===== src/shared/rbo_pkg.sv =====
package rbo_pkg;
	// ----------------------------------------------------------------
	// Register addresses and field positions
	// ----------------------------------------------------------------
	localparam logic [31:0] OPTION_INDEX_ADDR = 32'h4000_03F8;
	localparam logic [31:0] OPTION_DATA_ADDR = 32'h4000_03FC;
	localparam logic [31:0] AHB_GATES_ADDR = 32'h4000_0300;
	localparam logic [31:0] FLASH_CTRL_ADDR = 32'h4000_03CC;
	localparam logic [31:0] CLOCK_CTRL_ADDR = 32'h4000_0380;
	localparam logic [7:0] IDX_MAP0 = 8'hC1;
	localparam logic [7:0] IDX_MAP1 = 8'hC2;
	localparam logic [31:0] AHB_GATES_RESET = 32'h0020_0000;
	localparam logic [31:0] AHB_GATES_WMASK = 32'h0070_0007;
	localparam logic [7:0] MAP0_MASK = 8'h07;
	localparam logic [7:0] MAP1_MASK = 8'hE3;
	localparam logic [7:0] MAP1_WMASK = 8'hC0;
	localparam int OPT_CLK_EN_BIT = 2;
	localparam int UV_OFF_BIT = 2;
	localparam int WDT_EN_BIT = 7;
	localparam int DBG_REL_BIT = 6;
	localparam int RPIN_REL_BIT = 5;
	localparam int SW_RST_BIT = 8;
	localparam int SR_BOOT_LSB = 9;
	localparam int CLK_SW_BIT = 7;
	localparam int CLK_INTEN_BIT = 15;
	localparam int CLK_STOP_BIT = 16;
	localparam logic [1:0] SRC_SLOW_INT = 2'h0;
	localparam logic [1:0] BOOT_MAIN = 2'h0;
	// ----------------------------------------------------------------
	// Timing
	// ----------------------------------------------------------------
	localparam int unsigned CLK_PERIOD_NS = 10;
	localparam int unsigned UV_DEGLITCH_NS = 30000;
	localparam int unsigned UV_DEGLITCH_CYC =
		(UV_DEGLITCH_NS + CLK_PERIOD_NS - 1) / CLK_PERIOD_NS;
	localparam int unsigned EXT_RST_MIN_NS = 1000;
	localparam int unsigned EXT_RST_MIN_CYC =
		(EXT_RST_MIN_NS + CLK_PERIOD_NS - 1) / CLK_PERIOD_NS;
	localparam int unsigned WARMUP_CYC = 64;
	localparam int unsigned BYTE_GAP_CYC = 8;
	localparam int unsigned OPTION_BYTES = 2;
	localparam int unsigned SYSTICK_DIV = 8;
	// ----------------------------------------------------------------
	// Sequencer phases
	// ----------------------------------------------------------------
	typedef enum logic [1:0] {PH_HOLD, PH_LOAD, PH_RUN} rbo_phase_type;
endpackage : rbo_pkg


===== src/rbo_persist.sv =====
`timescale 1ns/1ps
module rbo_persist #(
	parameter int unsigned COUNT = rbo_pkg::UV_DEGLITCH_CYC
) (
	input wire logic ref_clk,
	input wire logic rstn,
	input wire logic ce,
	input wire logic level_in,
	output logic fired
);
	typedef struct packed {
		logic [15:0] cnt;
		logic fired;
	} rbo_persist_type;
	rbo_persist_type st_reg, st_next;

	// ----------------------------------------------------------------
	// Persistence counter
	// ----------------------------------------------------------------
	// A glitch restarts the count, so only a steady level fires
	always_comb begin
		st_next = st_reg;
		if (!level_in) begin
			st_next = '0;
		end else if (st_reg.cnt == 16'(COUNT)) begin
			st_next.fired = 1'b1;
		end else begin
			st_next.cnt = st_reg.cnt + 16'h1;
		end
	end

	always_ff @(posedge ref_clk or negedge rstn) begin
		if (!rstn) begin
			st_reg <= '0;
		end else if (ce) begin
			st_reg <= st_next;
		end
	end

	assign fired = st_reg.fired;
endmodule : rbo_persist


===== src/rbo_loader.sv =====
`timescale 1ns/1ps
module rbo_loader #(
	parameter int unsigned WARM = rbo_pkg::WARMUP_CYC,
	parameter int unsigned GAP = rbo_pkg::BYTE_GAP_CYC,
	parameter int unsigned NBYTES = rbo_pkg::OPTION_BYTES
) (
	input wire logic ref_clk,
	input wire logic rstn,
	input wire logic ce,
	input wire logic run,
	input wire logic [7:0] flash_data,
	output logic flash_req,
	output logic [7:0] flash_addr,
	output logic byte_valid,
	output logic [7:0] byte_index,
	output logic [7:0] byte_data,
	output logic done
);
	typedef struct packed {
		logic [15:0] cnt;
		logic warm;
		logic [7:0] idx;
		logic req;
		logic pend;
		logic bvalid;
		logic [7:0] bidx;
		logic [7:0] bdata;
		logic done;
	} rbo_loader_type;
	rbo_loader_type st_reg, st_next;

	// ----------------------------------------------------------------
	// Warm-up count, then one byte every GAP + 2 cycles
	// ----------------------------------------------------------------
	always_comb begin
		st_next = st_reg;
		st_next.req = 1'b0;
		st_next.bvalid = 1'b0;
		if (!run) begin
			st_next = '0;
		end else if (!st_reg.done) begin
			if (st_reg.req) begin
				st_next.pend = 1'b1;
			end
			// Flash answers one cycle after the request
			if (st_reg.pend) begin
				st_next.pend = 1'b0;
				st_next.bvalid = 1'b1;
				st_next.bidx = st_reg.idx;
				st_next.bdata = flash_data;
				st_next.idx = st_reg.idx + 8'h1;
				st_next.done = st_reg.idx == 8'(NBYTES - 1);
			end
			if (!st_reg.warm) begin
				if (st_reg.cnt == 16'(WARM - 1)) begin
					st_next.warm = 1'b1;
					st_next.cnt = '0;
				end else begin
					st_next.cnt = st_reg.cnt + 16'h1;
				end
			end else if (!st_reg.req && !st_reg.pend) begin
				if (st_reg.cnt == 16'(GAP - 1)) begin
					st_next.req = 1'b1;
					st_next.cnt = '0;
				end else begin
					st_next.cnt = st_reg.cnt + 16'h1;
				end
			end
		end
	end

	always_ff @(posedge ref_clk or negedge rstn) begin
		if (!rstn) begin
			st_reg <= '0;
		end else if (ce) begin
			st_reg <= st_next;
		end
	end

	assign flash_req = st_reg.req;
	assign flash_addr = st_reg.idx;
	assign byte_valid = st_reg.bvalid;
	assign byte_index = st_reg.bidx;
	assign byte_data = st_reg.bdata;
	assign done = st_reg.done;
endmodule : rbo_loader


===== src/rbo_seq.sv =====
`timescale 1ns/1ps
module rbo_seq #(
	parameter int unsigned UV_CYCLES = rbo_pkg::UV_DEGLITCH_CYC,
	parameter int unsigned EXT_CYCLES = rbo_pkg::EXT_RST_MIN_CYC,
	parameter int unsigned WARM_CYCLES = rbo_pkg::WARMUP_CYC,
	parameter int unsigned GAP_CYCLES = rbo_pkg::BYTE_GAP_CYC
) (
	input wire logic ref_clk,
	input wire logic rstn,
	input wire logic ce,
	input wire logic wb_cyc_i,
	input wire logic wb_stb_i,
	input wire logic wb_we_i,
	input wire logic [31:0] wb_adr_i,
	input wire logic [3:0] wb_sel_i,
	input wire logic [31:0] wb_dat_i,
	output logic [31:0] wb_dat_o,
	output logic wb_ack_o,
	input wire logic supply_ok,
	input wire logic fast_osc_ready,
	input wire logic [3:0] uv_below,
	input wire logic ext_reset_pin_n,
	input wire logic wdt_expired,
	input wire logic clock_fail,
	input wire logic [3:0] source_stable,
	input wire logic [7:0] flash_data,
	output logic flash_req,
	output logic [7:0] flash_addr,
	output logic sys_reset_n,
	output logic fetch_enable,
	output logic [1:0] boot_area,
	output logic [1:0] uv_level,
	output logic uv_off,
	output logic wdt_enable,
	output logic debug_pins_dedicated,
	output logic reset_pin_is_reset,
	output logic sram_valid,
	output logic [1:0] clock_source_sel,
	output logic clock_switched,
	output logic systick_ref,
	output logic osc_stop_irq
);
	// ----------------------------------------------------------------
	// State
	// ----------------------------------------------------------------
	typedef struct packed {
		rbo_pkg::rbo_phase_type phase;
		logic sw_cause;
		logic [7:0] opt_idx;
		logic [7:0] map0;
		logic [7:0] map1;
		logic [31:0] gates;
		logic [1:0] sr_boot;
		logic [1:0] clk_sel;
		logic clk_sw;
		logic inten;
		logic stop;
		logic irq;
		logic ack;
		logic [31:0] rdata;
		logic rst_n;
		logic fetch;
		logic [1:0] boot;
		logic wdt_en;
		logic dbg_ded;
		logic rpin_rst;
		logic sram_ok;
		logic [1:0] tick_cnt;
		logic tick;
		logic ld_run;
	} rbo_seq_state_type;
	rbo_seq_state_type st_reg, st_next;

	logic uv_in, ext_in, uv_fire, ext_fire;
	logic ld_valid, ld_done;
	logic [7:0] ld_index, ld_data;
	logic bus_hit, bus_wr, evt_sw, evt_hw, go_hold, run_ph;
	logic [31:0] wr32;

	// Byte-lane merge limited to the writable bits
	function automatic logic [31:0] rbo_merge(input logic [31:0] old,
		input logic [31:0] wd, input logic [3:0] sel,
		input logic [31:0] wmask);
		logic [31:0] m;
		for (int i = 0; i < 4; i++) begin
			m[i*8 +: 8] = wmask[i*8 +: 8] & {8{sel[i]}};
		end
		return (old & ~m) | (wd & m);
	endfunction : rbo_merge

	// ----------------------------------------------------------------
	// Reset sources
	// ----------------------------------------------------------------
	assign run_ph = st_reg.phase == rbo_pkg::PH_RUN;
	// Threshold comparator chosen by the loaded level code
	assign uv_in = run_ph && !st_reg.map0[rbo_pkg::UV_OFF_BIT]
		&& uv_below[st_reg.map0[1:0]];
	// Pin only counts while it is configured as reset
	assign ext_in = run_ph && !st_reg.map1[rbo_pkg::RPIN_REL_BIT]
		&& !ext_reset_pin_n;

	rbo_persist #(.COUNT(UV_CYCLES)) u_uv_filter (
		.ref_clk(ref_clk),
		.rstn(rstn),
		.ce(ce),
		.level_in(uv_in),
		.fired(uv_fire)
	);

	rbo_persist #(.COUNT(EXT_CYCLES)) u_pin_filter (
		.ref_clk(ref_clk),
		.rstn(rstn),
		.ce(ce),
		.level_in(ext_in),
		.fired(ext_fire)
	);

	rbo_loader #(
		.WARM(WARM_CYCLES),
		.GAP(GAP_CYCLES),
		.NBYTES(rbo_pkg::OPTION_BYTES)
	) u_loader (
		.ref_clk(ref_clk),
		.rstn(rstn),
		.ce(ce),
		.run(st_reg.ld_run),
		.flash_data(flash_data),
		.flash_req(flash_req),
		.flash_addr(flash_addr),
		.byte_valid(ld_valid),
		.byte_index(ld_index),
		.byte_data(ld_data),
		.done(ld_done)
	);

	// ----------------------------------------------------------------
	// Bus decode and reset events
	// ----------------------------------------------------------------
	assign bus_hit = wb_cyc_i && wb_stb_i && !st_reg.ack;
	assign bus_wr = bus_hit && wb_we_i && run_ph;
	assign evt_sw = bus_wr && wb_adr_i == rbo_pkg::FLASH_CTRL_ADDR
		&& wb_sel_i[1] && wb_dat_i[rbo_pkg::SW_RST_BIT];
	assign evt_hw = run_ph && (uv_fire || ext_fire
		|| (wdt_expired && st_reg.wdt_en));
	assign go_hold = evt_sw || evt_hw || !supply_ok;

	// ----------------------------------------------------------------
	// Next state
	// ----------------------------------------------------------------
	always_comb begin
		st_next = st_reg;
		wr32 = 32'h0000_0000;
		st_next.ack = bus_hit;
		st_next.rdata = 32'h0000_0000;
		// Reads answer in every phase; unmapped reads give zero
		if (bus_hit && !wb_we_i) begin
			case (wb_adr_i)
				rbo_pkg::OPTION_INDEX_ADDR:
					st_next.rdata = {24'h00_0000, st_reg.opt_idx};
				rbo_pkg::OPTION_DATA_ADDR: begin
					if (st_reg.opt_idx == rbo_pkg::IDX_MAP0) begin
						st_next.rdata = {24'h00_0000, st_reg.map0};
					end else if (st_reg.opt_idx == rbo_pkg::IDX_MAP1) begin
						st_next.rdata = {24'h00_0000, st_reg.map1};
					end
				end
				rbo_pkg::AHB_GATES_ADDR:
					st_next.rdata = st_reg.gates;
				rbo_pkg::FLASH_CTRL_ADDR:
					st_next.rdata = {21'h00_0000, st_reg.sr_boot, 9'h000};
				rbo_pkg::CLOCK_CTRL_ADDR:
					st_next.rdata = {15'h0000, st_reg.stop, st_reg.inten,
						7'h00, st_reg.clk_sw, 5'h00, st_reg.clk_sel};
				default: st_next.rdata = 32'h0000_0000;
			endcase
		end
		unique case (st_reg.phase)
			rbo_pkg::PH_HOLD: begin
				// Wait for supply above the power-on level and oscillator
				if (supply_ok && fast_osc_ready) begin
					st_next.phase = rbo_pkg::PH_LOAD;
					st_next.ld_run = 1'b1;
				end
			end
			rbo_pkg::PH_LOAD: begin
				// Stored bytes overwrite any temporary changes
				if (ld_valid && ld_index == 8'h00) begin
					st_next.map0 = ld_data & rbo_pkg::MAP0_MASK;
				end else if (ld_valid) begin
					st_next.map1 = ld_data & rbo_pkg::MAP1_MASK;
				end
				if (ld_done) begin
					st_next.phase = rbo_pkg::PH_RUN;
					st_next.rst_n = 1'b1;
					st_next.fetch = 1'b1;
					st_next.sram_ok = 1'b1;
					st_next.boot = st_reg.sw_cause ? st_reg.sr_boot
						: st_next.map1[1:0];
				end
			end
			rbo_pkg::PH_RUN: begin
				if (bus_wr) begin
					case (wb_adr_i)
						rbo_pkg::OPTION_INDEX_ADDR: begin
							wr32 = rbo_merge({24'h00_0000, st_reg.opt_idx},
								wb_dat_i, wb_sel_i, 32'h0000_00FF);
							st_next.opt_idx = wr32[7:0];
						end
						rbo_pkg::OPTION_DATA_ADDR: begin
							// Only live copies change; gated by option clock
							if (st_reg.gates[rbo_pkg::OPT_CLK_EN_BIT]
								&& wb_sel_i[0]) begin
								if (st_reg.opt_idx == rbo_pkg::IDX_MAP0) begin
									st_next.map0 = wb_dat_i[7:0]
										& rbo_pkg::MAP0_MASK;
								end else if (st_reg.opt_idx == rbo_pkg::IDX_MAP1) begin
									// Reset-pin use and boot area stay read-only
									st_next.map1 = (st_reg.map1
										& ~rbo_pkg::MAP1_WMASK)
										| (wb_dat_i[7:0]
										& rbo_pkg::MAP1_WMASK);
								end
							end
						end
						rbo_pkg::AHB_GATES_ADDR:
							st_next.gates = rbo_merge(st_reg.gates, wb_dat_i,
								wb_sel_i, rbo_pkg::AHB_GATES_WMASK);
						rbo_pkg::FLASH_CTRL_ADDR: begin
							if (wb_sel_i[1]) begin
								st_next.sr_boot = wb_dat_i[rbo_pkg::SR_BOOT_LSB
									+: 2];
							end
						end
						rbo_pkg::CLOCK_CTRL_ADDR: begin
							// Target picked only while on the fast oscillator
							if (wb_sel_i[0] && !st_reg.clk_sw) begin
								st_next.clk_sel = wb_dat_i[1:0];
							end
							if (wb_sel_i[0] && !wb_dat_i[rbo_pkg::CLK_SW_BIT]) begin
								st_next.clk_sw = 1'b0;
							end else if (wb_sel_i[0] && !st_reg.clk_sw) begin
								st_next.clk_sw =
									source_stable[st_next.clk_sel];
							end
							if (wb_sel_i[1]) begin
								st_next.inten = wb_dat_i[rbo_pkg::CLK_INTEN_BIT];
							end
							if (wb_sel_i[2] && wb_dat_i[rbo_pkg::CLK_STOP_BIT]) begin
								st_next.stop = 1'b0;
							end
						end
						default: st_next.opt_idx = st_reg.opt_idx;
					endcase
				end
				// Failure flag set after the clear, so the set wins
				if (clock_fail && st_reg.clk_sw
					&& st_reg.clk_sel != rbo_pkg::SRC_SLOW_INT) begin
					st_next.stop = 1'b1;
				end
			end
			default: st_next.phase = rbo_pkg::PH_HOLD;
		endcase
		// Bus clock divided by 8, square wave
		if (st_reg.phase != rbo_pkg::PH_HOLD) begin
			st_next.tick_cnt = st_reg.tick_cnt + 2'h1;
			if (st_reg.tick_cnt == 2'(rbo_pkg::SYSTICK_DIV / 2 - 1)) begin
				st_next.tick = !st_reg.tick;
			end
		end
		// Every reset source re-enters the hold phase and reloads options
		if (go_hold) begin
			st_next.phase = rbo_pkg::PH_HOLD;
			st_next.ld_run = 1'b0;
			st_next.rst_n = 1'b0;
			st_next.fetch = 1'b0;
			st_next.opt_idx = 8'h00;
			st_next.gates = rbo_pkg::AHB_GATES_RESET;
			st_next.clk_sel = rbo_pkg::SRC_SLOW_INT;
			st_next.clk_sw = 1'b0;
			st_next.inten = 1'b0;
			st_next.stop = 1'b0;
			st_next.tick_cnt = 2'h0;
			st_next.tick = 1'b0;
			// Hardware causes win over a same-cycle software reset
			st_next.sw_cause = evt_sw && !evt_hw && supply_ok;
		end
		// Only a supply drop loses SRAM; warm resets keep it
		if (!supply_ok) begin
			st_next.sram_ok = 1'b0;
		end
		st_next.wdt_en = st_next.phase == rbo_pkg::PH_RUN
			&& st_next.map1[rbo_pkg::WDT_EN_BIT];
		st_next.dbg_ded = !st_next.map1[rbo_pkg::DBG_REL_BIT];
		st_next.rpin_rst = !st_next.map1[rbo_pkg::RPIN_REL_BIT];
		st_next.irq = st_next.stop && st_next.inten;
	end

	// ----------------------------------------------------------------
	// Registers
	// ----------------------------------------------------------------
	always_ff @(posedge ref_clk or negedge rstn) begin
		if (!rstn) begin
			st_reg <= '0;
			st_reg.gates <= rbo_pkg::AHB_GATES_RESET;
		end else if (ce) begin
			st_reg <= st_next;
		end
	end

	assign wb_dat_o = st_reg.rdata;
	assign wb_ack_o = st_reg.ack;
	assign sys_reset_n = st_reg.rst_n;
	assign fetch_enable = st_reg.fetch;
	assign boot_area = st_reg.boot;
	assign uv_level = st_reg.map0[1:0];
	assign uv_off = st_reg.map0[rbo_pkg::UV_OFF_BIT];
	assign wdt_enable = st_reg.wdt_en;
	assign debug_pins_dedicated = st_reg.dbg_ded;
	assign reset_pin_is_reset = st_reg.rpin_rst;
	assign sram_valid = st_reg.sram_ok;
	assign clock_source_sel = st_reg.clk_sel;
	assign clock_switched = st_reg.clk_sw;
	assign systick_ref = st_reg.tick;
	assign osc_stop_irq = st_reg.irq;
endmodule : rbo_seq


===== config.mk =====
export PLATFORM = sky130hd
export DESIGN_NAME = rbo_seq
export DESIGN_NICKNAME = d
export VERILOG_FILES = /design/src/shared/rbo_pkg.sv /design/src/rbo_persist.sv /design/src/rbo_loader.sv /design/src/rbo_seq.sv
export SDC_FILE = /design/constraint.sdc
export NUM_CORES = 1
export LEC_CHECK = 0
export BUFFER_PORTS_ARGS = -buffer_cell sky130_fd_sc_hd__buf_2
export CORE_ASPECT_RATIO = 1.75
export CORE_UTILIZATION = 45
export CTS_BUF_LIST = sky130_fd_sc_hd__clkbuf_8
export CTS_CLUSTER_DIAMETER = 30
export CTS_CLUSTER_SIZE = 14
export DETAILED_ROUTE_END_ITERATION = 7
export PLACE_DENSITY = 0.63
export SLEW_MARGIN = 25
export SYNTH_ARGS = -nofsm -noshare
export SYNTH_HDL_FRONTEND = slang
export SYNTH_SLANG_ARGS = --single-unit

===== constraint.sdc =====
create_clock -name ref_clk -period 4.2 [get_ports ref_clk]
set_clock_uncertainty 0.1 [all_clocks]
set_input_delay 0.63 -clock ref_clk [delete_from_list [all_inputs] [get_ports ref_clk]]
set_output_delay 0.63 -clock ref_clk [all_outputs]
set_load 0.005 [all_outputs]

## Word level (Yosys, flattened, before mapping)

Cells that the tools add are included.

| operators by class | value |
|---|---|
| bitwise logic cells | 9 |
| reductions and logical operators | 84 |
| $lt $le $gt $ge | 2 |
| multiplexer cells | 72 |
| eq/ne operators | 34 |
| add/subtract/negate cells | 5 |

Operators with widths:

| kind | count |
|---|---|
| 32-bit by 31-bit == test with 1-bit output, second input constant | 5 |
| 32-bit one-hot mux with 5 select lines | 1 |
| 16-bit 2-to-1 mux | 8 |
| 32-bit 2-to-1 mux | 4 |
| 45-bit 2-to-1 mux | 2 |
| 8-bit 2-to-1 mux | 10 |
| 63-bit 2-to-1 mux | 1 |
| 16-bit by 1-bit adder with 16-bit output, second input constant | 3 |
| 39-bit 2-to-1 mux | 1 |
| 17-bit 2-to-1 mux | 2 |
| 32-bit by 23-bit AND with 32-bit output | 1 |
| 32-bit AND | 1 |
| 23-bit NOT with 32-bit output | 1 |
| 32-bit OR | 1 |
| 16-bit one-hot mux with 2 select lines | 1 |
| 2-bit nonzero test | 14 |
| 1-bit logical AND | 27 |
| 1-bit 2-to-1 mux | 21 |
| 3-bit AND reduction | 7 |
| 2-bit 2-to-1 mux | 10 |
| 19-bit 2-to-1 mux | 1 |
| 2-bit != test, second input constant | 9 |
| 8-bit AND | 2 |
| 16-bit by 12-bit == test with 1-bit output, second input constant | 1 |
| other kinds (31) | 72 |

| storage, ports and cells | value |
|---|---|
| flip-flop bits (word level) | 191 |
| input bits | 95 |
| output and inout bits | 58 |

## Depth between registers and ports, before layout

Gate-level depths: netlist of the first run.

| depth | value |
|---|---|
| depth in word-level cells | 16 |
| mapped depth | 9 |
| mapped depth without buffers | 8 |

## Hierarchy

Synthesis of the first run repeated with hierarchy kept, for this count alone.

| second synthesis, totals | value |
|---|---|
| cell total of the unflattened synthesis | 872 |
| area total of the unflattened synthesis | 8765.9 um^2 |

By module, submodules not included:

| module | times used | area each (um^2) | seq. area each (um^2) | cells each |
|---|---|---|---|---|
| rbo_seq | 1 | 4252.8 | 1602.8 | 414 |
| rbo_loader | 1 | 2496.1 | 1126.1 | 243 |
| rbo_persist at u_uv_filter | 1 | 1038.5 | 425.4 | 113 |
| rbo_persist at u_pin_filter | 1 | 978.4 | 425.4 | 102 |

## Least setup slack after synthesis of the first run

No wires, ideal clock.

| timing | value |
|---|---|
| path kind | in2reg |
| start | in wb_adr_i[27] |
| end | reg st_reg (netlist bit uv_level[0]) |
| cell stages on the path | 6 |
| data arrival time | 2.204 ns |
| setup time | 0.128 ns |
| slack | 1.769 ns |
| cell sequence | nor4b_4 > nand4_4 > nor4b_4 > a21oi_2 > a211o_1 > mux2_1 |

| on the way | value |
|---|---|
| longest elaborated chain between the ends | 3 |

Ends and longest elaborated chain:

| what | RTL line | RTL |
|---|---|---|
| start, declared | rbo_seq.sv:14 | `input wire logic [31:0] wb_adr_i,` |
| 32-bit by 31-bit == test with 1-bit output | rbo_seq.sv:203 | `case (wb_adr_i)` |
| 2-bit by 1-bit != test with 1-bit output (no line) | - |  |
| 7-bit AND reduction (no line) | - |  |
| end signal, assigned | rbo_seq.sv:306 | `st_reg <= st_next;` |
| end, declared | rbo_seq.sv:72 | `rbo_seq_state_type st_reg, st_next;` |

No other way between the ends.
A chain may end at the register's enable or synchronous reset.

## Final worst setup path of the first run

| timing | value |
|---|---|
| start | reg st_reg[110] in the netlist's numbering |
| end | reg u_pin_filter.st_reg[8] in the netlist's numbering |

| on the way | value |
|---|---|
| longest elaborated chain between the ends | 5 |
| elaborated cells between the ends (all ways) | 6 |

Ends and longest elaborated chain:

| what | RTL line | RTL |
|---|---|---|
| 2-bit == test (*) | rbo_seq.sv:94 | `assign run_ph = st_reg.phase == rbo_pkg::PH_RUN;` |
| 1-bit logical AND (*) | rbo_seq.sv:99 | `assign ext_in = run_ph && !st_reg.map1[rbo_pkg::RPIN_REL_BIT]` |
| 1-bit logical AND (*) | rbo_seq.sv:100 | `&& !ext_reset_pin_n;` |
| 2-bit != test (no line) | - |  |
| 2-bit AND reduction (no line) | - |  |
| end signal, assigned | rbo_persist.sv:36 | `st_reg <= st_next;` |
| end, declared | rbo_persist.sv:15 | `rbo_persist_type st_reg, st_next;` |

Mark *: on every way between the ends. The rest lies on a longest branch, timed or not.

==> results of run 1 <==
==> worst max-delay path by stage <==
stage	startpoint	end	slack [ns]
final	st_reg[110]$_DFFE_PN0P_	u_pin_filter.st_reg[8]$_DFFE_PN0P_	1.53
after global routing	st_reg[110]$_DFFE_PN0P_	u_pin_filter.st_reg[8]$_DFFE_PN0P_	1.22
after CTS	st_reg[110]$_DFFE_PN0P_	st_reg[101]$_DFFE_PN0P_	1.24
after detailed placement	wb_adr_i[9]	st_reg[101]$_DFFE_PN0P_	1.07
after global placement	wb_adr_i[9]	st_reg[103]$_DFFE_PN0P_	1.10
after floorplan	wb_adr_i[27]	uv_level[0]$_DFFE_PN0P_	1.77
==> Yosys cell counts (all sizes together), types with 9 or more instances <==
cell / count
a21oi: 20
a22o: 28
and2: 9
and3: 20
buf: 54
clkbuf: 20
dfrtp: 140
ha: 12
inv: 35
nand2: 73
nand3: 37
nand4: 18
nor2: 64
nor3: 16
nor4: 20
o21ai: 48
o2bb2ai: 14
or3: 9
xnor2: 12
xor2: 14
==> layer usage <==
metal  up-vias  routed length (µm)
met2       180               10400
li1       3076                   -
met5         -                   0
met3        34                 807
met4         0                 522
met1      3147                7700
==> per-stage QoR <==
stage | utilization, % | power (µW) | cells | setup WS [ns]
final | 51.7 | 2840 | 1127 | 1.53
after global routing | 51.7 | 2950 | 1127 | 1.22
after CTS | 51.6 | 2870 | 1127 | 1.24
after detailed placement | 49.2 | 1740 | 1095 | 1.07
after global placement | 49.2 | 1740 | 1095 | 1.10
after floorplan | - | 1600 | 799 | 1.77
==> cell families after synthesis <==
group                    synth area share [%]
AND/OR/NAND/NOR                          22.0
AO/OA/AOI/OAI                            17.8
buffers and inverters                    7.78
multiplexers                             2.19
XOR/XNOR                                 2.93
adder cells (fa/ha/maj)                  1.93
flip-flops                               45.4
==> power by group through the flow <==
stage / Combinational [µW] / Clock [µW] / Sequential, µW
3_3_place_gp: 283 / 0 / 1450
2_1_floorplan: 160 / 0 / 1440
5_1_grt: 313 / 1210 / 1430
3_5_place_dp: 283 / 0 / 1460
6_report: 282 / 1130 / 1430
4_1_cts: 285 / 1150 / 1430
==> worst register-to-register path, cell delays in order (launching register included) <==
cell,delay [ns]
dfrtp_1,0.42
inv_1,0.12
ha_1,0.21
buf_4,0.23
nor3b_1,0.71
a211oi_1,0.33
nand4_1,0.21
xor2_1,0.16
nor2_1,0.05
==> cell type report <==
type | instances | area [µm²] | area share [%]
tap | 227 | 284 | 3.24
clock buffer | 20 | 275 | 3.14
sequential | 141 | 3530 | 40.3
timing repair buffer | 143 | 747 | 8.53
inverter | 35 | 131 | 1.50
clock inverter | 12 | 136 | 1.56
multi-input combinational | 549 | 3650 | 41.7
==> flow_summary.json, run 1 <==
{
  "cp_slowest_cell": "nor3b_1",
  "busiest_layer": "met2",
  "wl_per_cell_um": 17.2,
  "routed-via-count": 6437,
  "port_buffers": 133,
  "p_clk_share_pct": 39.7,
  "die_w_um": 101,
  "ys_seq_area_share_pct": 45.4,
  "comb_power_share_pct": 9.9,
  "final_cell_mix": "140 x dfrtp_1, 132 x buf_2, 71 x nand2_1",
  "status": "completed",
  "grt_max_degree": 82,
  "setup_viol": 0,
  "dp_hpwl_um": 14500,
  "diodes": 0,
  "r2r-end": "u_pin_filter.st_reg[8]$_DFFE_PN0P_",
  "yosysUniqueCellTypes": 78,
  "drtPass1Iterations": 5,
  "worstPathRequired_ns": 4.40,
  "nets": 994,
  "gr-usage-met2_pct": 40.7,
  "antenna_found_initial": 0,
  "min_path_type": "in2async",
  "fin_crit_sh_pct": 63.6,
  "crit_path_end_kind": "flop",
  "max-cap-violations": 0,
  "rrSetupSlack_ns": 1.53,
  "clock_path_buffers": 2,
  "worst_pin_slew_ns": 0.825,
  "arrival_ns": 2.87,
  "synth_area_um2": 7780,
  "critical_path.cell_chain": "inv_1 -> ha_1 -> buf_4 -> nor3b_1 -> a211oi_1 -> nand4_1 -> xor2_1 -> nor2_1",
  "fp.dieH_um": 176,
  "yosys.area.top_type_share_pct": 45.0,
  "power_switching_uw": 764,
  "p_sw_share_pct": 26.9,
  "largest_reg_flops": 32,
  "placementRows": 63,
  "fin_area_um2": 8750,
  "synth_edf_count": 0,
  "drc_errors": 0,
  "via_per_inst": 5.71,
  "num-fill-cells": 1632,
  "ioPinCount": 153,
  "drt_iter0_drc": 292,
  "crit_path_start_kind": "flop",
  "ys_warn_count": 0,
  "cp_max_fo": 15,
  "p_int_uw": 2080,
  "cts.sinks": 141,
  "cts_max_level": 4,
  "yosys.area.top_type": "dfrtp_1",
  "cts_resized": 0,
  "drv_slew": 0,
  "cpPeakStageDelay_ns": 0.71,
  "numCtsBuffers": 17,
  "finalHoldWorstSlack_ns": 0.114,
  "finalHoldViolations": 0,
  "grt_pass1_vias": 6320,
  "dieArea_um2": 17800,
  "ys_dominant_reg_cell": "dfrtp_1",
  "min_period_ns": 2.67,
  "leakagePower_uw": 0.00412,
  "cts_root_buf": "clkbuf_8",
  "path_buf_inv": 2,
  "synth-async-reset-ratio_pct": 100,
  "ff2ff_path_depth": 8,
  "synth_cells": 799,
  "ir_worst_vdd_v": 0.000198,
  "yosys-top-cells-area": "dfrtp_1 45%, buf_4 4.5%, nand2_1 3.4%",
  "grt_usage_pct": 22.8,
  "dpl-instance-area_um2": 8340,
  "start_util_pct": 45.9,
  "cts_tree": "built",
  "path_clk_slew_ns": 0.08,
  "crit_type": "reg2reg",
  "gp_congestion": 0.846,
  "regToRegStartpoint": "st_reg[110]$_DFFE_PN0P_",
  "final_common_cell": "dfrtp_1",
  "path_delay_family": "simple AND/OR/NAND/NOR gates",
  "grt_pass1_wl_um": 31500,
  "slew_headroom_pct": 44.9,
  "grt_util_met3_pct": 3.76,
  "syn_avg_cell_area_um2": 9.74,
  "syn_nets": 906,
  "fmax_mhz": 374,
  "area_growth_pct": 12.5,
  "drive_above_1_share_pct": 23.1,
  "ctsHoldBuffers": 0,
  "clk_latency_ns": 0.44,
  "fp.coreArea_um2": 16900,
  "antenna_left": 0,
  "wirelength_um": 19400,
  "setup_tns_ns": 0,
  "cts_setup_buffers": 0,
  "power.density_nw_per_um2": 324,
  "rsz0062_at_grt": "no",
  "power_frac_seq_pct": 50.3,
  "use_met1_pct": 26.5,
  "ys_ff_latch": 141,
  "grt_overflow": 0,
  "path_depth": 8
}
Note: power is estimated with default switching activity, not from simulation.
==> run 2: changes to the inputs <==
- PLACE_DENSITY: 0.63 -> 0.66
- clock period: 4.2 -> 2.3 ns (I/O delays scaled with it)
==> run 2 against run 1 <==
  * The flow now finishes with violations (negative setup slack)
  * Combinational power is 110% higher
  * Design area grew 7.5%
  * Clock power increased by 92%
  * Cell count is 5.7% higher
  * Via count rose by 4.8%
  * Sequential share of layout area decreased by 2.8 points
  * Register-to-register slack worse by 1.6 ns
  * Worst setup slack worse by 1.6 ns
  * Wire length up 4.0%
  * Largest cell class unchanged
==> flow_summary.json, run 2 (synthesized netlist as in run 1, its figures left out) <==
{
  "clk_latency_ns": 0.46,
  "wirelength_um": 20200,
  "grt_overflow": 0,
  "port_buffers": 133,
  "via_per_inst": 5.66,
  "final_cell_mix": "140 x dfrtp_1, 132 x buf_2, 69 x nand2_1",
  "area_growth_pct": 21.0,
  "path_buf_inv": 1,
  "rsz0062_at_grt": "yes",
  "antenna_left": 0,
  "drv_slew": 0,
  "power.density_nw_per_um2": 570,
  "drive_above_1_share_pct": 28.9,
  "worstPathRequired_ns": 2.54,
  "placementRows": 63,
  "dieArea_um2": 17800,
  "critical_path.cell_chain": "or2_1 -> or4b_4 -> nor4_4 -> buf_4 -> a21oi_2 -> o32a_1 -> a22o_1",
  "die_w_um": 101,
  "finish.utilization_pct": 55.5,
  "fmax_mhz": 430,
  "cts_root_buf": "clkbuf_8",
  "diodes": 0,
  "largest_reg_flops": 32,
  "cts_max_level": 4,
  "path_depth": 7,
  "fp.dieH_um": 176,
  "comb_power_share_pct": 10.9,
  "nets": 1058,
  "cpPeakStageDelay_ns": 0.54,
  "grt_max_degree": 54,
  "fin_crit_sh_pct": 101,
  "ir_worst_vdd_v": 0.000469,
  "drc_errors": 0,
  "drt_iter0_drc": 305,
  "p_clk_share_pct": 40.4,
  "cp_max_fo": 2,
  "worst_pin_slew_ns": 0.628,
  "cp_slowest_cell": "or4b_4",
  "min_period_ns": 2.32,
  "finalHoldWorstSlack_ns": 0.0225,
  "fp.coreArea_um2": 16900,
  "start_util_pct": 45.9,
  "num-fill-cells": 1537,
  "final_common_cell": "dfrtp_1",
  "violations": "negative setup slack",
  "setup_tns_ns": -0.0668,
  "clock_path_buffers": 2,
  "routed-via-count": 6745,
  "power_switching_uw": 1460,
  "setup_ws_ns": -0.0241,
  "finalHoldViolations": 0,
  "crit_path_end_kind": "flop",
  "dp_slack_ns": -0.0955,
  "grt_pass1_vias": 6751,
  "arrival_ns": 2.56,
  "path_clk_slew_ns": 0.09,
  "path_delay_family": "simple AND/OR/NAND/NOR gates",
  "wl_per_cell_um": 17.0,
  "leakagePower_uw": 0.00451,
  "crit_type": "reg2reg",
  "dp_hpwl_um": 15000,
  "setup_viol": 4,
  "regArea_um2": 3530,
  "gp_congestion": 0.911,
  "slew_headroom_pct": 58.1,
  "multiInputGateArea_um2": 3750,
  "drtPass1Iterations": 5,
  "min_path_type": "in2reg",
  "p_sw_share_pct": 27.2,
  "power_frac_seq_pct": 48.7,
  "crit_path_start_kind": "flop",
  "numCtsBuffers": 17,
  "holdPathStages": 2,
  "cts_tree": "built",
  "max-cap-violations": 0,
  "grt_pass1_wl_um": 32500,
  "p_int_uw": 3900,
  "ioPinCount": 153,
  "grt_usage_pct": 23.6,
  "ff2ff_path_depth": 7,
  "cts.sinks": 141,
  "antenna_found_initial": 0,
  "status": "finished with violations"
}
[run 2: cell count changes in the layout (fill, tap and decap cells not counted), sizes merged]
cell / change
a2111o: +1
clkinvlp: -5
bufinv: +1
inv: +5
clkbuf: -2
buf: +57
dlygate4sd3: +6
clkinv: +1
[run 2: power by group through the flow]
stage               Clock [µW]  Combinational, µW  Sequential (µW)
floorplan                    0                291             2630
global placement             0                553             2660
detailed placement           0                561             2660
CTS                       2220                574             2610
global route              2320                647             2620
finish                    2170                584             2610
[run 2: routing by layer]
| layer | part of all wire, % | GRT usage [%] |
|---|---|---|
| met1 | 39 | 25.9 |
| met2 | 54 | 42.6 |
| met3 | 4.2 | 3.96 |
| met4 | 3.5 | 12.6 |
| met5 | 0 | 0 |
[run 2: area by class of cell]
class,instances,share of cell area (%)
clock buffers,18,2.63
clock inverters,14,1.89
inverters,35,1.40
multi-input cells,550,39.8
flip-flops and latches,141,37.5
well taps,227,3.02
repair buffers,206,13.7
[run 2: worst register-to-register path: stages (launching register included)]
cell and delay, ns:
dfrtp_1 0.40, or2_1 0.25, or4b_4 0.54, nor4_4 0.18, buf_4 0.17, a21oi_2 0.05, o32a_1 0.30, a22o_1 0.23
[run 2: worst paths after layout]
check / slack (ns) / endpoint / from
min in group asynchronous: 0.31 / u_loader.st_reg[33]$_DFFE_PN0P_ / rstn
hold reg to reg: 0.38 / u_loader.byte_index[1]$_DFFE_PN0P_ / u_loader.byte_index[1]$_DFFE_PN0P_
max in group asynchronous: 1.08 / u_uv_filter.st_reg[5]$_DFFE_PN0P_ / rstn
hold / removal: 0.02 / u_loader.byte_data[2]$_DFFE_PN0P_ / flash_data[2]
setup / recovery: -0.02 / st_reg[85]$_DFFE_PN0P_ / st_reg[104]$_DFFE_PN0P_
setup reg to reg: -0.02 / st_reg[85]$_DFFE_PN0P_ / st_reg[104]$_DFFE_PN0P_
[run 2: what timing repair did]
action,4_1_cts,5_1_grt
cloned,0,1
hold endpoints to repair,53,0
endpoints found under the setup margin,20,41
hold buffers,6,0
setup buffers,3,9
gates resized for setup,4,18
pin swaps,1,10
[run 2: metrics by stage]
stage	std cells	total power [µW]	instance area [µm²]
floorplan	799	2920	7780
global placement	1140	3210	8720
detailed placement	1140	3220	8720
CTS	1181	5400	9260
global route	1191	5580	9410
finish	1191	5370	9410
==> run 3: changes to the inputs <==
- CORE_ASPECT_RATIO: 1.75 -> 0.7
- REMOVE_ABC_BUFFERS: unset -> 1
==> run 3 against run 2 <==
  * The flow now finishes without violations
  * Largest power group unchanged
  * Design area decreased by 1.1%
  * Critical path depth unchanged
  * Wire length shrank 1.4%
==> flow_summary.json, run 3 (synthesized netlist as in run 1, its figures left out) <==
{
  "status": "completed",
  "start_util_pct": 46.9,
  "grt_overflow": 0,
  "crit_path_start_kind": "flop",
  "rsz0062_at_grt": "yes",
  "finalHoldViolations": 0,
  "drive_above_1_share_pct": 28.3,
  "wirelength_um": 19900,
  "wl_per_cell_um": 16.9,
  "diodes": 0,
  "nets": 1052,
  "critical_path.cell_chain": "or2_4 -> or4b_4 -> nor4_4 -> buf_4 -> a21oi_2 -> o32a_1 -> a22o_1",
  "crit_type": "reg2reg",
  "final_cell_mix": "140 x dfrtp_1, 132 x buf_2, 71 x nand2_1",
  "gp_congestion": 0.882,
  "cpPeakStageDelay_ns": 0.54,
  "ir_worst_vdd_v": 0.000333,
  "stdcell_count": 1181,
  "fin_crit_sh_pct": 99.0,
  "grt_pass1_wl_um": 32600,
  "grt_pass1_vias": 6190,
  "via_per_inst": 5.61,
  "placedCellCount": 1146,
  "numCtsBuffers": 17,
  "path_delay_family": "simple AND/OR/NAND/NOR gates",
  "power.density_nw_per_um2": 581,
  "fmax_mhz": 439,
  "cts.sinks": 141,
  "path_clk_slew_ns": 0.08,
  "dieArea_um2": 17800,
  "leakagePower_uw": 0.00445,
  "setup_viol": 0,
  "drc_errors": 0,
  "worst_pin_slew_ns": 0.593,
  "routed-via-count": 6622,
  "max-cap-violations": 0,
  "largest_reg_flops": 32,
  "worstPathRequired_ns": 2.52,
  "drt_iter0_drc": 399,
  "min_path_type": "in2reg",
  "min_period_ns": 2.28,
  "cts_max_level": 4,
  "clock_path_buffers": 2,
  "arrival_ns": 2.49,
  "area_growth_pct": 19.7,
  "ioPinCount": 153,
  "cts_root_buf": "clkbuf_8",
  "drtPass1Iterations": 7,
  "crit_path_end_kind": "flop",
  "port_buffers": 133,
  "die_w_um": 159,
  "fin_total_pwr_uw": 5410,
  "antenna_found_initial": 0,
  "placementRows": 39,
  "path_buf_inv": 1,
  "drv_slew": 0,
  "clk_latency_ns": 0.44,
  "cts_tree": "built",
  "grt_usage_pct": 23.1,
  "fp.dieH_um": 112,
  "grt_max_degree": 48,
  "cp_max_fo": 3,
  "final_common_cell": "dfrtp_1",
  "dp_hpwl_um": 14700,
  "cp_slowest_cell": "or4b_4",
  "slew_headroom_pct": 60.4,
  "rrSetupSlack_ns": 0.02,
  "fp.coreArea_um2": 16600,
  "antenna_left": 0
}
-- run 3: where the power goes --
part	total [µW]	leakage [µW]	switching [µW]	internal [µW]
Clock	2230	0.000224	955	1270
Sequential	2610	0.00195	77.0	2530
Combinational	569	0.00227	328	241
-- run 3: final cells by class --
cell class | count | area (µm²)
Tap cell | 225 | 282
Clock buffer | 17 | 234
Inverter | 35 | 131
Multi-Input combinational cell | 550 | 3720
Sequential cell | 141 | 3530
Fill cell | 1470 | 7280
Timing Repair Buffer | 200 | 1210
Clock inverter | 13 | 201
-- run 3: worst paths after layout --
kind	startpoint	end	cells after the start
setup / recovery	st_reg[104]$_DFFE_PN0P_	st_reg[85]$_DFFE_PN0P_	7
hold / removal	wb_dat_i[3]	st_reg[104]$_DFFE_PN0P_	3
setup reg to reg	st_reg[104]$_DFFE_PN0P_	st_reg[85]$_DFFE_PN0P_	7
hold reg to reg	osc_stop_irq$_DFFE_PN0P_	osc_stop_irq$_DFFE_PN0P_	1
max in group asynchronous	rstn	st_reg[85]$_DFFE_PN0P_	3
min in group asynchronous	rstn	u_uv_filter.st_reg[16]$_DFFE_PN0P_	2
-- run 3: worst min-delay path, stage by stage --
cell	delay, ns
buf_2	0.08
nand3_1	0.05
nand2_1	0.06
-- run 3: through the flow --
step / worst slack [ns] / utilization (%) / hold slack, ns / setup TNS, ns / cell area (µm²)
global route: -0.0478 / 56.1 / 0.0375 / -0.279 / 9310
finish: 0.0241 / 56.1 / 0.0372 / 0 / 9310
global placement: -0.0715 / 52.8 / 0.201 / -0.344 / 8760
detailed placement: -0.120 / 52.8 / 0.202 / -0.902 / 8760
CTS: 0.00580 / 55.5 / 0.0166 / 0 / 9210
floorplan: -0.207 / - / -0.0506 / -1.37 / 7310
-- run 3: timing repair --
item | in CTS | in global routing
endpoints found under the hold margin | 41 | 0
hold buffers | 1 | 0
endpoints found under the setup margin | 2 | 36
pin swaps | 0 | 8
gates resized for setup | 1 | 13
buffers inserted | 1 | 2
gates cloned | 0 | 1
-- run 3: per-layer routing --
layer  up-vias  share of wire [%]  track usage (%)
li1       3195                  -                -
met1      3194                 50             35.3
met2       211                 43             33.6
met3        22                5.6             3.40
met4         0                1.3             7.12
met5         -                  0                0
